`src/logic/boot_mode_pkg.sv`:
```
// Shared constants for the boot-source selection block.
// Assumes a byte-wide register view placed on a 32-bit Avalon-MM slave.
package boot_mode_pkg;
  // ----------------------------------------------------------------
  // Register map
  // ----------------------------------------------------------------
  localparam logic [31:0] FORCE_BOOT_CONTROL_ADDR = 32'h4007_f006;
  localparam logic [31:0] BOOT_SOURCE_STATUS_ADDR = 32'h4007_f007;
  localparam int REG_INDEX_BASE = 32'h4007_f000;
  localparam int ADDR_W = 32;
  localparam int DATA_W = 32;
  // Offsets are not word aligned, so byte address is index times four
  localparam logic [ADDR_W-1:0] FORCE_BOOT_CONTROL_BYTE = 32'h0000_0018;
  localparam logic [ADDR_W-1:0] BOOT_SOURCE_STATUS_BYTE = 32'h0000_001c;
  // ----------------------------------------------------------------
  // Fields
  // ----------------------------------------------------------------
  localparam int FIELD_LSB = 1;
  localparam int FIELD_MSB = 2;
  localparam logic [1:0] FIELD_RESET = 2'h0;
  localparam logic [1:0] SRC_FLASH = 2'h0;
  localparam logic [1:0] SRC_PIN = 2'h1;
  localparam logic [1:0] SRC_OPTION = 2'h2;
  localparam int OPTION_BOOT_BIT = 7;
  localparam logic [31:0] ROM_VECTOR_BASE = 32'h1c00_0000;
  localparam logic [31:0] FLASH_VECTOR_BASE = 32'h0000_0000;
endpackage

```
`src/logic/boot_source_mode_control.sv`:
```
// Boot-source selection: forced ROM field, boot source flags, NMI gate, vectors.
// Assumes porResetn comes only from power-on; rstn covers every system reset.
// Assumes sysResetRelease pulses one cycle after each system reset is released.
`timescale 1ns/1ps
//
// Contract
// - Forced field cleared only by power-on reset
// - Nonzero forced field makes later resets boot ROM
// - Forced value sets matching boot source flags
// - Reserved bits read zero, writes ignored
// - Boot inputs captured at each chip reset
// - Flags stay until system reset or W1C
// - Flag set blocks NMI, vectors from ROM
// - Source code: flash, pin, option, both
module boot_source_mode_control #(
  parameter int ADDR_WIDTH = boot_mode_pkg::ADDR_W
) (
  input wire logic clk,
  input wire logic rstn,
  input wire logic porResetn,
  input wire logic sysResetRelease,
  input wire logic bootConfigPin,
  input wire logic [7:0] flashOptionByte,
  input wire logic nmiIn,
  input wire logic [ADDR_WIDTH-1:0] avs_address,
  input wire logic avs_read,
  input wire logic avs_write,
  input wire logic [3:0] avs_byteenable,
  input wire logic [boot_mode_pkg::DATA_W-1:0] avs_writedata,
  output logic [boot_mode_pkg::DATA_W-1:0] avs_readdata,
  output logic avs_waitrequest,
  output logic nmiOut,
  output logic [31:0] vectorBase,
  output logic romBoot
);
  import boot_mode_pkg::*;

  // Decoder compares against fixed 32-bit addresses
  if (ADDR_WIDTH != ADDR_W) begin : gBadAddrWidth
    $error("ADDR_WIDTH must be 32");
  end

  // ----------------------------------------------------------------
  // Bus handshake
  // ----------------------------------------------------------------
  // One wait cycle gives a registered read and a single write strobe
  logic ack;
  logic [1:0] forcedRomBootSelect;
  logic [1:0] bootSourceFlags;
  logic [1:0] capturedSource;
  logic hitForce;
  logic hitStatus;
  logic doWrite;

  assign hitForce = (avs_address == FORCE_BOOT_CONTROL_BYTE);
  assign hitStatus = (avs_address == BOOT_SOURCE_STATUS_BYTE);
  assign avs_waitrequest = (avs_read || avs_write) && !ack;
  assign doWrite = avs_write && ack && avs_byteenable[0];

  always_ff @(posedge clk or negedge rstn) begin
    if (!rstn) begin
      ack <= 1'b0;
    end else begin
      ack <= (avs_read || avs_write) && !ack;
    end
  end

  always_ff @(posedge clk or negedge rstn) begin
    if (!rstn) begin
      avs_readdata <= '0;
    end else if (avs_read && !ack) begin
      if (hitForce) begin
        avs_readdata <= {29'h0000_0000, forcedRomBootSelect, 1'b0};
      end else if (hitStatus) begin
        avs_readdata <= {29'h0000_0000, bootSourceFlags, 1'b0};
      end else begin
        avs_readdata <= '0;
      end
    end
  end

  // ----------------------------------------------------------------
  // Forced ROM field
  // ----------------------------------------------------------------
  // Kept on its own reset so warm resets cannot undo a forced boot
  always_ff @(posedge clk or negedge porResetn) begin
    if (!porResetn) begin
      forcedRomBootSelect <= FIELD_RESET;
    end else if (doWrite && hitForce) begin
      forcedRomBootSelect <= avs_writedata[FIELD_MSB:FIELD_LSB];
    end
  end

  // ----------------------------------------------------------------
  // Boot source capture and flags
  // ----------------------------------------------------------------
  boot_source_latch capture (
    .clk(clk),
    .rstn(rstn),
    .chipResetDone(sysResetRelease),
    .bootConfigPin(bootConfigPin),
    .flashOptionByte(flashOptionByte),
    .forcedRomBootSelect(forcedRomBootSelect),
    .capturedSource(capturedSource)
  );

  // Pin cause arrives through the synchroniser, merged one cycle later
  logic captureLate;
  always_ff @(posedge clk or negedge rstn) begin
    if (!rstn) begin
      captureLate <= 1'b0;
    end else begin
      captureLate <= sysResetRelease;
    end
  end

  logic [1:0] next_flags;
  always_comb begin
    next_flags = bootSourceFlags;
    if (doWrite && hitStatus) begin
      next_flags = next_flags & ~avs_writedata[FIELD_MSB:FIELD_LSB];
    end
    if (sysResetRelease) begin
      next_flags = {flashOptionByte[OPTION_BOOT_BIT], 1'b0} | forcedRomBootSelect;
    end
    // Merged after the clear, so a capture beats a same-cycle W1C
    if (captureLate) begin
      next_flags = next_flags | capturedSource;
    end
  end

  always_ff @(posedge clk or negedge rstn) begin
    if (!rstn) begin
      bootSourceFlags <= SRC_FLASH;
    end else begin
      bootSourceFlags <= next_flags;
    end
  end

  // ----------------------------------------------------------------
  // ROM boot effects
  // ----------------------------------------------------------------
  function automatic logic romSelected(input logic [1:0] flags);
    return flags != SRC_FLASH;
  endfunction

  // Driven from next_flags so the effects line up with the flag register
  always_ff @(posedge clk or negedge rstn) begin
    if (!rstn) begin
      nmiOut <= 1'b0;
      vectorBase <= FLASH_VECTOR_BASE;
      romBoot <= 1'b0;
    end else begin
      nmiOut <= nmiIn && !romSelected(next_flags);
      vectorBase <= romSelected(next_flags) ? ROM_VECTOR_BASE : FLASH_VECTOR_BASE;
      romBoot <= romSelected(next_flags);
    end
  end
endmodule

```
`src/logic/boot_source_latch.sv`:
```
// Capture of the boot source at each chip reset.
// Assumes pins are stable while chip reset is asserted.
`timescale 1ns/1ps
module boot_source_latch (
  input wire logic clk,
  input wire logic rstn,
  input wire logic chipResetDone,
  input wire logic bootConfigPin,
  input wire logic [7:0] flashOptionByte,
  input wire logic [1:0] forcedRomBootSelect,
  output logic [1:0] capturedSource
);
  import boot_mode_pkg::*;
  logic pinMeta;
  logic pinSync;

  // Pin passes two flops before use; left free running through reset so
  // the pin level is already through them when the release pulse arrives
  always_ff @(posedge clk) begin
    pinMeta <= bootConfigPin;
    pinSync <= pinMeta;
  end

  // Pin and option causes merged with any forced request
  always_ff @(posedge clk or negedge rstn) begin
    if (!rstn) begin
      capturedSource <= SRC_FLASH;
    end else if (chipResetDone) begin
      capturedSource <= {flashOptionByte[OPTION_BOOT_BIT], pinSync} | forcedRomBootSelect;
    end
  end
endmodule

```
`config.mk`:
```
export PLATFORM = sky130hd
export DESIGN_NAME = boot_source_mode_control
export DESIGN_NICKNAME = d
export VERILOG_FILES = /design/src/logic/boot_mode_pkg.sv /design/src/logic/boot_source_mode_control.sv /design/src/logic/boot_source_latch.sv
export SDC_FILE = /design/constraint.sdc
export NUM_CORES = 1
export LEC_CHECK = 0
export BUFFER_PORTS_ARGS = -buffer_cell sky130_fd_sc_hd__buf_4
export CORE_ASPECT_RATIO = 1.2
export CORE_MARGIN = 3
export CORE_UTILIZATION = 32
export CTS_CLUSTER_DIAMETER = 50
export DETAILED_ROUTE_END_ITERATION = 8
export HOLD_SLACK_MARGIN = 0.05
export PLACE_DENSITY = 0.79
export SLEW_MARGIN = 0
export SYNTH_ARGS = -nofsm -noshare
export SYNTH_HDL_FRONTEND = slang
export SYNTH_SLANG_ARGS = --single-unit
```
`constraint.sdc`:
```
create_clock -name clk -period 1.5 [get_ports clk]
set_input_delay 0 -clock clk [delete_from_list [all_inputs] [get_ports clk]]
set_output_delay 0 -clock clk [all_outputs]
set_load 0.05 [all_outputs]
```
* Word level (Yosys, flattened, before mapping) *
Index checks and enable logic that the tools add are counted.

cells by class
  muxes and demuxes = 6
  reduce and logical (&&, ||, !) cells = 11
  bitwise operators = 5
  equality and inequality tests = 2

operator list
  kind                                                               number
  32-bit by 5-bit == test with 1-bit output (second input constant)  2
  32-bit two-way mux                                                 1
  29-bit two-way mux                                                 1
  1-bit logical AND                                                  7
  2-bit two-way mux                                                  3
  2-bit OR                                                           3
  3-bit two-way mux                                                  1
  2-bit bitwise AND                                                  1
  1-bit zero test                                                    2
  2-bit NOT                                                          1
  2-bit nonzero test                                                 1
  1-bit logical OR                                                   1

word-level totals
  word-level logic and storage cells = 35
  bits of input ports = 84
  register bits = 73

* Longest topological paths before layout *
Gate-level depths: netlist (run 1).

  depth after elaboration = 10
  mapped depth = 4
  gate-level depth less buffers = 4

* By module *
From an unflattened synthesis (run 1), not the netlist that was laid out.

unflattened totals
  cell total of the unflattened synthesis = 123
  area, all modules = 1143.6 um^2

modules (own cells, without submodules)
  module                    cells an instance  instances  area each (um^2)
  boot_source_mode_control  113                1          1028.5
  boot_source_latch         10                 1          115.1

* Worst setup path before layout (run 1) *
OpenSTA, ideal clock, no wires.

  path kind = flip-flop to flip-flop
  start point = register forcedRomBootSelect[0]
  end point = register vectorBase[27]
  required time = 1.376 ns
  cell stages (with the launch flop) = 5
  path slack = 0.140 ns
  period minus slack after synthesis = 1.360 ns
  arrival time = 1.236 ns
  cells stage by stage = dfrtp_1 > a22oi_1 > a21boi_2 > o211ai_1 > a211o_2

between the ends
  cells in the longest elaborated chain, start to end = 6

RTL lines
  element                 line                             text
  from (decl)             boot_source_mode_control.sv:48   logic [1:0] forcedRomBootSelect;
  from (signal assigned)  boot_source_mode_control.sv:90   forcedRomBootSelect <= avs_writedata[FIELD_MSB:FIELD_LSB];
  2-bit OR (*)            boot_source_mode_control.sv:124  next_flags = {flashOptionByte[OPTION_BOOT_BIT], 1'b0} | forcedRomBootSelect;
  2-bit two-way mux (*)   boot_source_mode_control.sv:123  if (sysResetRelease) begin
  2-bit OR                boot_source_mode_control.sv:128  next_flags = next_flags | capturedSource;
  2-bit two-way mux (*)   boot_source_mode_control.sv:127  if (captureLate) begin
  2-bit nonzero test (*)  boot_source_mode_control.sv:144  return flags != SRC_FLASH;
  29-bit two-way mux (*)  boot_source_mode_control.sv:155  vectorBase <= romSelected(next_flags) ? ROM_VECTOR_BASE : FLASH_VECTOR_BASE;
  to (signal assigned)    boot_source_mode_control.sv:155
  to (decl)               boot_source_mode_control.sv:33   output logic [31:0] vectorBase,

Every way passes the cells marked *; elsewhere a longest branch is shown, timed or not.
A chain may end at the register's enable or synchronous reset.

* Final worst setup path (run 1) *
Same ends and word-level chain as after synthesis.

==> results.toml, run 1 <==
[critical_path]
crit_arrival_ps = 1520
worst_path_largest_cell_delay_ps = 380
critical_path_buf_inv_count = 0
cp_slowest_cell = "dfrtp_1"
crit_required_ps = 1630
critPathKind = "reg -> reg"
end_kind = "register"
crit_chain = "a22oi_2 -> a21boi_4 -> o211ai_1 -> a211o_2"
path_delay_family = "compound AO/OA/AOI/OAI gates"
start_kind = "register"
critPathMaxFanout = 3

[global_routing]
antenna_found_initial = 0
grt_pass1_wl_um = 3550
grt-ovfl-total = 0
grt_pass1_vias = 853
grt.total_usage = 0.106
grt_max_degree = 11

[cts]
cts_tree = "built"
cts_root_buffer = "clkbuf_8"
clock-sinks = 14
post_cts_buffers = 0
h-tree-depth = 1
cts_made_buffers = 3
path_clk_slew_ps = 60
clock_latency_ps = 250
clockBufferDepth = 2

[floorplanning]
start_util = 0.342
pin_count = 151
dieWidth_um = 61.2
die_area_sq_um = 4420
rows = 23
coreArea_sq_um = 3420
die_h_um = 72.2

[min_path]
min_path_type = "in -> async"

[power_and_ir_drop]
power_density_nw_per_um2 = 861
leakagePower_nw = 0.778
power.total_mw = 1.31
peakVddDrop_v = 0.000515

[sta]
fmax_ghz = 0.719
slew_viol_final = 0
final_hold_viol_count = 0
setup_tns_ps = 0
period_minus_slack_ps = 1390
final-setup-viol-count = 0
clock_skew_ps = 0.734
finalCritPeriodShare = 0.927
rsz0062_at_grt = "no"

[logic_synthesis]
yosysUniqueCellTypes = 32
ys_ff_latch = 14
avgSynthCellArea_sq_um = 9.28
synthCells = 126
syn_area_sq_um = 1170
yosysSeqAreaShare = 0.291
synth_warnings = 0

[layout]
insertedDiodeCount = 0
fillers = 349
regArea_sq_um = 340
utilization = 0.446
fin_nets = 273
areaGrowthSynthToFinish_pct = 30.5
postLayoutCellArea_sq_um = 1530
drive_gt1_frac = 0.372
multi_input_area_sq_um = 587

[run_status]
status = "complete, no violations"

[placement]
gp_congestion = 0.823
dpl.hpwl_um = 2050
portBuffers = 51
placed_cell_area_sq_um = 1360

[drt]
maxUsedRoutingLayer = "met4"
met3_length_um = 251
dr_wl_met2_um = 1280
vias_per_cell = 4.03
ant_nets = 0
num_vias = 906
drc_errors = 0
wl_met1_um = 797
wire_per_inst_um = 10.4
drt-total-wl_um = 2350
drt-initial-drc-count = 8
drtPass1Iterations = 2

[flow_run]
max_cap_violations = 0
-- report_power, final --
part / switching [mW] / internal [mW] / leakage, nW
Sequential: 0.0130 / 0.396 / 0.164
Clock: 0.136 / 0.233 / 0.0288
Combinational: 0.411 / 0.126 / 0.586
-- Yosys cell counts --
library cell   n  area, sq um
inv_1          2         7.51
a211o_2        1         10.0
a21boi_2       1         11.3
nor2_1         8         30.0
nand4_1        3         18.8
dfrtp_1       12          300
nor4_2         5         62.6
and2_1         1         6.26
and4_1         1         8.76
dfxtp_1        2         40.0
or2_4          1         8.76
nand2_1        3         11.3
a2111oi_2      1         15.0
a22oi_1        1         7.51
a21oi_1        1         5.00
nand2b_1       1         6.26
nor3b_2        1         12.5
mux2i_1        2         20.0
nor3b_1        1         7.51
o211ai_1       1         7.51
o21ai_0        1         5.00
buf_4         62          465
nor2b_1        1         6.26
o21ai_1        1         5.00
nand3_1        2         10.0
o21a_1         1         7.51
conb_1         1         3.75
nor4b_2        1         15.0
o31ai_1        2         15.0
mux2_2         2         22.5
nor4_1         2         12.5
nor3_1         1         5.00
-- per-stage QoR --
step / std cells / setup slack [ps] / hold slack (ps)
after CTS: 225 / 35.1 / 59.4
after global placement: 211 / 77.1 / -216
final: 225 / 110 / 65.7
after detailed placement: 211 / 44.1 / -215
after global routing: 225 / 22.2 / 81.0
after floorplan: 184 / 140 / -296
-- sequential cells by signal, summed over array words and instances (netlist names) --
register and flops:
capture.pinSync 1, nmiOut 1, forcedRomBootSelect 2, capture.pinMeta 1, ack 1, avs_readdata 2
captureLate 1, vectorBase 1, capture.capturedSource 2, bootSourceFlags 2
-- worst register-to-register path, cell delays in order, from the launching register on --
cell      delay (ps)
dfrtp_1          380
a22oi_2          180
a21boi_4         220
o211ai_1         150
a211o_2          350
-- worst paths after layout --
| path | startpoint | to | slack (ps) | cells past startpoint |
|---|---|---|---|---|
| worst max-delay path | forcedRomBootSelect[0]$_DFFE_PN0P_ | vectorBase[27]$_DFF_PN0_ | 110 | 4 |
| worst min-delay path | porResetn | forcedRomBootSelect[1]$_DFFE_PN0P_ | 70 | 2 |
| worst max register to register | forcedRomBootSelect[0]$_DFFE_PN0P_ | vectorBase[27]$_DFF_PN0_ | 110 | 4 |
| worst min register to register | capture.pinMeta$_DFF_P_ | capture.pinSync$_DFF_P_ | 330 | 0 |
| max in group asynchronous | rstn | bootSourceFlags[1]$_DFF_PN0_ | 1250 | 2 |
| min in group clk | sysResetRelease | capture.capturedSource[0]$_DFFE_PN0P_ | 80 | 3 |
-- layer usage --
metal,GRT usage,up-vias
met4,0.0289,0
met5,0,-
met2,0.199,63
met3,0.0196,3
li1,-,430
met1,0.116,410
-- area by class of cell --
class                   instances  area share
inverters                       2     0.00492
clock buffers                   4      0.0361
repair buffers                 62       0.321
flip-flops and latches         14       0.223
well taps                      37      0.0303
multi-input cells             106       0.384
-- cell usage in the layout, fill, tap and decap left out, types with 2 or more instances in the layout --
cell type / instances
buf_4: 52
nand4_1: 3
nor4_1: 2
mux2i_1: 2
clkbuf_8: 4
dlygate4sd3_1: 10
dfxtp_1: 2
nand3_1: 2
mux2_2: 2
nand2_1: 3
inv_1: 2
nor4_2: 5
dfrtp_1: 12
nor2_1: 8
conb_1: 59
o31ai_1: 2
-- cells by family after synthesis --
| group | Yosys count | synth area share |
|---|---|---|
| buffers and inverters | 64 | 0.404 |
| muxes | 4 | 0.0364 |
| AOI/OAI and AO/OA | 11 | 0.0759 |
| DFF | 14 | 0.291 |
| other | 1 | 0.00321 |
| and+or+nand+nor | 32 | 0.189 |
-- what timing repair did --
item | 4_1_cts | 5_1_grt
hold buffers | 10 | 0
hold endpoints to repair | 20 | 0
setup endpoints to repair | 0 | 2
gates resized for setup | 0 | 2
(Power assumes the default switching activity.)
==> inputs of run 2 (changes only) <==
- CORE_UTILIZATION: 32 -> 34
- HOLD_SLACK_MARGIN: 0.05 -> 0.12
- PLACE_DENSITY: 0.79 -> 0.83
- clock period: 1.5 -> 1.66 ns (I/O delays scaled with it)
==> run 2 against run 1 <==
Compared with the run above: non-clock buffer count is 2 higher; final area fell by 0.66%; cell count rose by 0.44%; sequential cell count unchanged; highest routed layer unchanged; wire length up 5.2%; register-to-register slack improved by 70 ps; utilization up 3.3 points.
==> results.toml, run 2 (synthesis gave the netlist of run 1 again) <==
[run_status]
status = "complete, no violations"

[cts]
clock_latency_ps = 280
post_cts_buffers = 0
cts_made_buffers = 3
cts_root_buffer = "clkbuf_4"
cts.repair.resized = 0
clock-sinks = 14
h-tree-depth = 1
clockBufferDepth = 2
path_clk_slew_ps = 80
cts_tree = "built"
hold_buffers = 13

[sta]
rsz0062_at_grt = "no"
final_hold_viol_count = 0
timing.hold.ws_ps = 149
period_minus_slack_ps = 1550
finalCritPeriodShare = 0.935
fmax_ghz = 0.645
final-setup-viol-count = 0
slew_viol_final = 0
clock_skew_ps = 4.76
setup_tns_ps = 0

[layout]
fillers = 306
areaGrowthSynthToFinish_pct = 29.6
final_common_cell = "conb_1"
regArea_sq_um = 340
postLayoutCellArea_sq_um = 1520
fin_nets = 275
multi_input_area_sq_um = 574
final_cells = 226
layout_common_cells = "59 x conb_1, 51 x buf_4, 13 x dlygate4sd3_1"
insertedDiodeCount = 0
drive_gt1_frac = 0.358

[drt]
wire_per_inst_um = 10.9
drc_errors = 0
vias_per_cell = 4.05
drtPass1Iterations = 4
num_vias = 915
ant_nets = 0
drt-initial-drc-count = 10
drt-total-wl_um = 2470

[placement]
portBuffers = 51
gp_congestion = 0.803
placed_cell_area_sq_um = 1350
dp_cells = 209
dpl.hpwl_um = 2000

[flow_run]
max_cap_violations = 0

[critical_path]
critPathKind = "in -> out"
crit_arrival_ps = 1550
worst_path_largest_cell_delay_ps = 550
cp_slowest_cell = "dlygate4sd3_1"
crit_cells = 6
start_kind = "input port"
crit_chain = "dlygate4sd3_1 -> buf_4 -> nor2_1 -> dlygate4sd3_1 -> nor2_1 -> buf_4"
reg2reg_depth = 4
crit_required_ps = 1660
critPathMaxFanout = 2
path_delay_family = "buffers and inverters"
critical_path_buf_inv_count = 4
end_kind = "primary output"

[min_path]
min_path_cells = 5
min_path_type = "in -> reg"

[global_routing]
grt_pass1_vias = 856
grt_pass1_wl_um = 3590
antenna_found_initial = 0
grt_max_degree = 11
grt.total_usage = 0.111
grt-ovfl-total = 0

[floorplanning]
start_util = 0.370
pin_count = 151
rows = 22
coreArea_sq_um = 3170
die_area_sq_um = 4180
dieWidth_um = 59.5
die_h_um = 70.3

[power_and_ir_drop]
peakVddDrop_v = 0.000557
power.total_mw = 1.10
leakagePower_nw = 0.771
power_density_nw_per_um2 = 723
run 2: cell types whose count changed in the layout (fill, tap and decap cells not counted), sizes merged:
cell / change
buf: -1
dlygate4sd3: +3
run 2: path summary, 6_finish.rpt:
check,to,slack (ps),startpoint
setup reg to reg,nmiOut$_DFF_PN0_,180,forcedRomBootSelect[0]$_DFFE_PN0P_
setup / recovery,avs_waitrequest,110,avs_read
min in group asynchronous,forcedRomBootSelect[0]$_DFFE_PN0P_,570,porResetn
hold / removal,bootSourceFlags[0]$_DFF_PN0_,150,avs_address[18]
max in group asynchronous,ack$_DFF_PN0_,600,rstn
hold reg to reg,capture.pinSync$_DFF_P_,330,capture.pinMeta$_DFF_P_
run 2: stage by stage:
stage / utilization / worst slack [ps]
after floorplan: - / 300
after global placement: 0.426 / 175
after detailed placement: 0.426 / 170
after CTS: 0.479 / 117
after global routing: 0.479 / 15.5
final: 0.479 / 109
run 2: power breakdown:
part | internal [mW] | switching [mW]
sequential | 0.357 | 0.00968
clock | 0.134 | 0.110
combinational | 0.114 | 0.373
run 2: cell type report:
cell class              count  share of cell area
clock buffers               4              0.0239
inverters                   2             0.00495
multi-input cells         106               0.379
flip-flops and latches     14               0.224
well taps                  36              0.0297
repair buffers             64               0.338
run 2: metal layers:
metal / GRT usage / up-vias / routed length, um
li1: - / 433 / -
met5: 0 / - / 0
met2: 0.215 / 65 / 1430
met3: 0.0314 / 4 / 287
met4: 0.0394 / 0 / 20
met1: 0.106 / 413 / 727
run 2: tightest hold or removal path: cells and delay by family:
kind	cells	cell delay (ps)
simple gates	4	310
buf+inv	1	80
==> inputs of run 3 (changes only) <==
- ABC_AREA: unset -> 1
==> run 3 against run 2 <==
Compared with the run above: sequential power up 1%; critical path depth decreased by 1; utilization fell by 0.14 points; total power up 4.9%; register-to-register slack better by 220 ps; count of clock-buffer cells in the layout did not move; cell count rose by 16%; combinational power rose by 12%; synthesized area rose by 0.75%; final area up 0.58%; maximum frequency is 22% higher; critical path type is now in -> reg; largest power group unchanged.
==> results.toml, run 3 <==
[cts]
clockBufferDepth = 2
path_clk_slew_ps = 80
clock_latency_ps = 270
h-tree-depth = 1
post_cts_buffers = 0
cts_tree = "built"
cts_root_buffer = "clkbuf_4"
clock-sinks = 14
cts_made_buffers = 3

[placement]
placed_cell_area_sq_um = 1360
portBuffers = 51
dpl.hpwl_um = 1990
dp_cells = 245
gp_congestion = 0.686
place_ws_ps = 487

[layout]
drive_gt1_frac = 0.274
insertedDiodeCount = 0
areaGrowthSynthToFinish_pct = 29.4
layout_common_cells = "59 x conb_1, 51 x buf_4, 25 x nand2_1"
postLayoutCellArea_sq_um = 1530
final_common_cell = "conb_1"
fin_nets = 311
final_cells = 262
fillers = 320

[sta]
final-setup-viol-count = 0
finalCritPeriodShare = 0.766
slew_viol_final = 0
period_minus_slack_ps = 1270
setup_tns_ps = 0
clock_skew_ps = 6.41
rsz0062_at_grt = "no"
fmax_ghz = 0.787
final_hold_viol_count = 0
fin_ws_ps = 389

[critical_path]
rrSetupSlack_ps = 400
critical_path_buf_inv_count = 4
end_kind = "register"
start_kind = "input port"
worstReg2RegStart = "ack$_DFF_PN0_"
critPathMaxFanout = 2
crit_arrival_ps = 1480
timing.rr.end = "ack$_DFF_PN0_"
worst_path_largest_cell_delay_ps = 610
reg2reg_depth = 2
path_delay_family = "buffers and inverters"
crit_required_ps = 1870
critPathKind = "in -> reg"
crit_top_cell = "dlygate4sd3_1"
crit_chain = "dlygate4sd3_1 -> buf_4 -> inv_1 -> a21oi_1 -> dlygate4sd3_1"
cp_slowest_cell = "dlygate4sd3_1"

[min_path]
min_path_cells = 6
min_path_type = "in -> reg"
hold_end = "bootSourceFlags[1]$_DFF_PN0_"
min_from = "avs_byteenable[0]"

[global_routing]
grt.total_usage = 0.101
grtUsageMet2 = 0.185
busiest_layer = "met2"
grt_use_met1 = 0.120
grt_max_degree = 11
gr-usage-met3 = 0.0166
antenna_found_initial = 0
grt_pass1_vias = 839
grt_pass1_wl_um = 3460
grt-ovfl-total = 0

[floorplanning]
rows = 22
start_util = 0.369
dieWidth_um = 59.7
die_h_um = 70.5
die_area_sq_um = 4210
coreArea_sq_um = 3190
pin_count = 151

[power_and_ir_drop]
p_sw_mw = 0.530
p_int_mw = 0.620
leakagePower_nw = 0.875
peakVddDrop_v = 0.000440
combPwrFrac = 0.473
seqPwrFrac = 0.322
power_density_nw_per_um2 = 754
swShare = 0.461
power_frac_clock = 0.205
power.total_mw = 1.15

[logic_synthesis]
async_reset_ff_frac = 0.857
post-synth-top-count-cell = "buf_4"
yosysUniqueCellTypes = 15
synth_top_area_share = 0.395
synth-edff-count = 0
syn_area_sq_um = 1180
synthCells = 162
yosysTopAreaCell = "buf_4"
synth_warnings = 0
yosys-top-cells-count = "62 x buf_4, 25 x nand2_1, 22 x nor2_1"
synth_top_flop_cell = "dfrtp_1"
avgSynthCellArea_sq_um = 7.28
yosysSeqAreaShare = 0.289
synth.area.top_cells = "buf_4 39%, dfrtp_1 25%, nand2_1 8.0%"
ys_ff_latch = 14

[drt]
ant_nets = 0
drtPass1Iterations = 4
wire_per_inst_um = 8.65
num_vias = 984
drt-total-wl_um = 2270
vias_per_cell = 3.76
drt-initial-drc-count = 10
drc_errors = 0

[flow_run]
max_cap_violations = 0

[run_status]
status = "complete, no violations"
[run 3: cell types whose count changed after synthesis, moves of 4 or more]
cell | before | now
nand2_1 | 3 | 25
o21ai_0 | 1 | 8
inv_1 | 2 | 16
nor2_1 | 8 | 22
nor4_2 | 5 | 1
[run 3: what timing repair did]
action,CTS,global route
hold buffers,13,0
gates resized for setup,0,0
endpoints found under the hold margin,25,0
[run 3: worst max path at each step]
stage | cells past startpoint | from | endpoint
after floorplan | 1 | ack$_DFF_PN0_ | ack$_DFF_PN0_
after global placement | 10 | avs_address[31] | nmiOut$_DFF_PN0_
after detailed placement | 7 | avs_address[13] | forcedRomBootSelect[1]$_DFFE_PN0P_
after CTS | 2 | ack$_DFF_PN0_ | ack$_DFF_PN0_
after global routing | 5 | avs_read | ack$_DFF_PN0_
final | 5 | avs_read | ack$_DFF_PN0_
[run 3: stage by stage]
stage / utilization / hold WS, ps
final: 0.478 / 200
after global routing: 0.478 / 234
after CTS: 0.478 / 188
after detailed placement: 0.426 / -213
after global placement: 0.426 / -216
after floorplan: - / -296
[run 3: worst min-delay path: stages]
cell,delay [ps]
buf_4,110
nand2_1,60
nor2_1,70
nand3_1,100
a21oi_2,60
inv_1,50
[run 3: power groups by stage]
stage	sequential, mW	combinational (mW)	clock [mW]
global route	0.373	0.575	0.261
finish	0.371	0.544	0.235
global placement	0.377	0.511	0
detailed placement	0.378	0.515	0
CTS	0.371	0.542	0.247
floorplan	0.394	0.500	0
[run 3: layer usage]
layer / vias up / wire length [um]
met2: 62 / 1320
met1: 425 / 701
met5: - / 0
met4: 0 / 0
met3: 0 / 245
li1: 497 / -
[run 3: logic make-up after synthesis]
family,synth area share
buffers and inverters,0.446
and+or+nand+nor,0.209
DFF,0.289
AOI/OAI and AO/OA,0.0531
other,0.00318
[run 3: final cells by class]
class | count | area [sq um] | share of cell area
Clock buffer | 4 | 36.3 | 0.0238
Sequential cell | 14 | 340 | 0.223
Tap cell | 36 | 45.0 | 0.0295
Timing Repair Buffer | 64 | 513 | 0.336
Multi-Input combinational cell | 128 | 531 | 0.348
Inverter | 16 | 60.1 | 0.0394
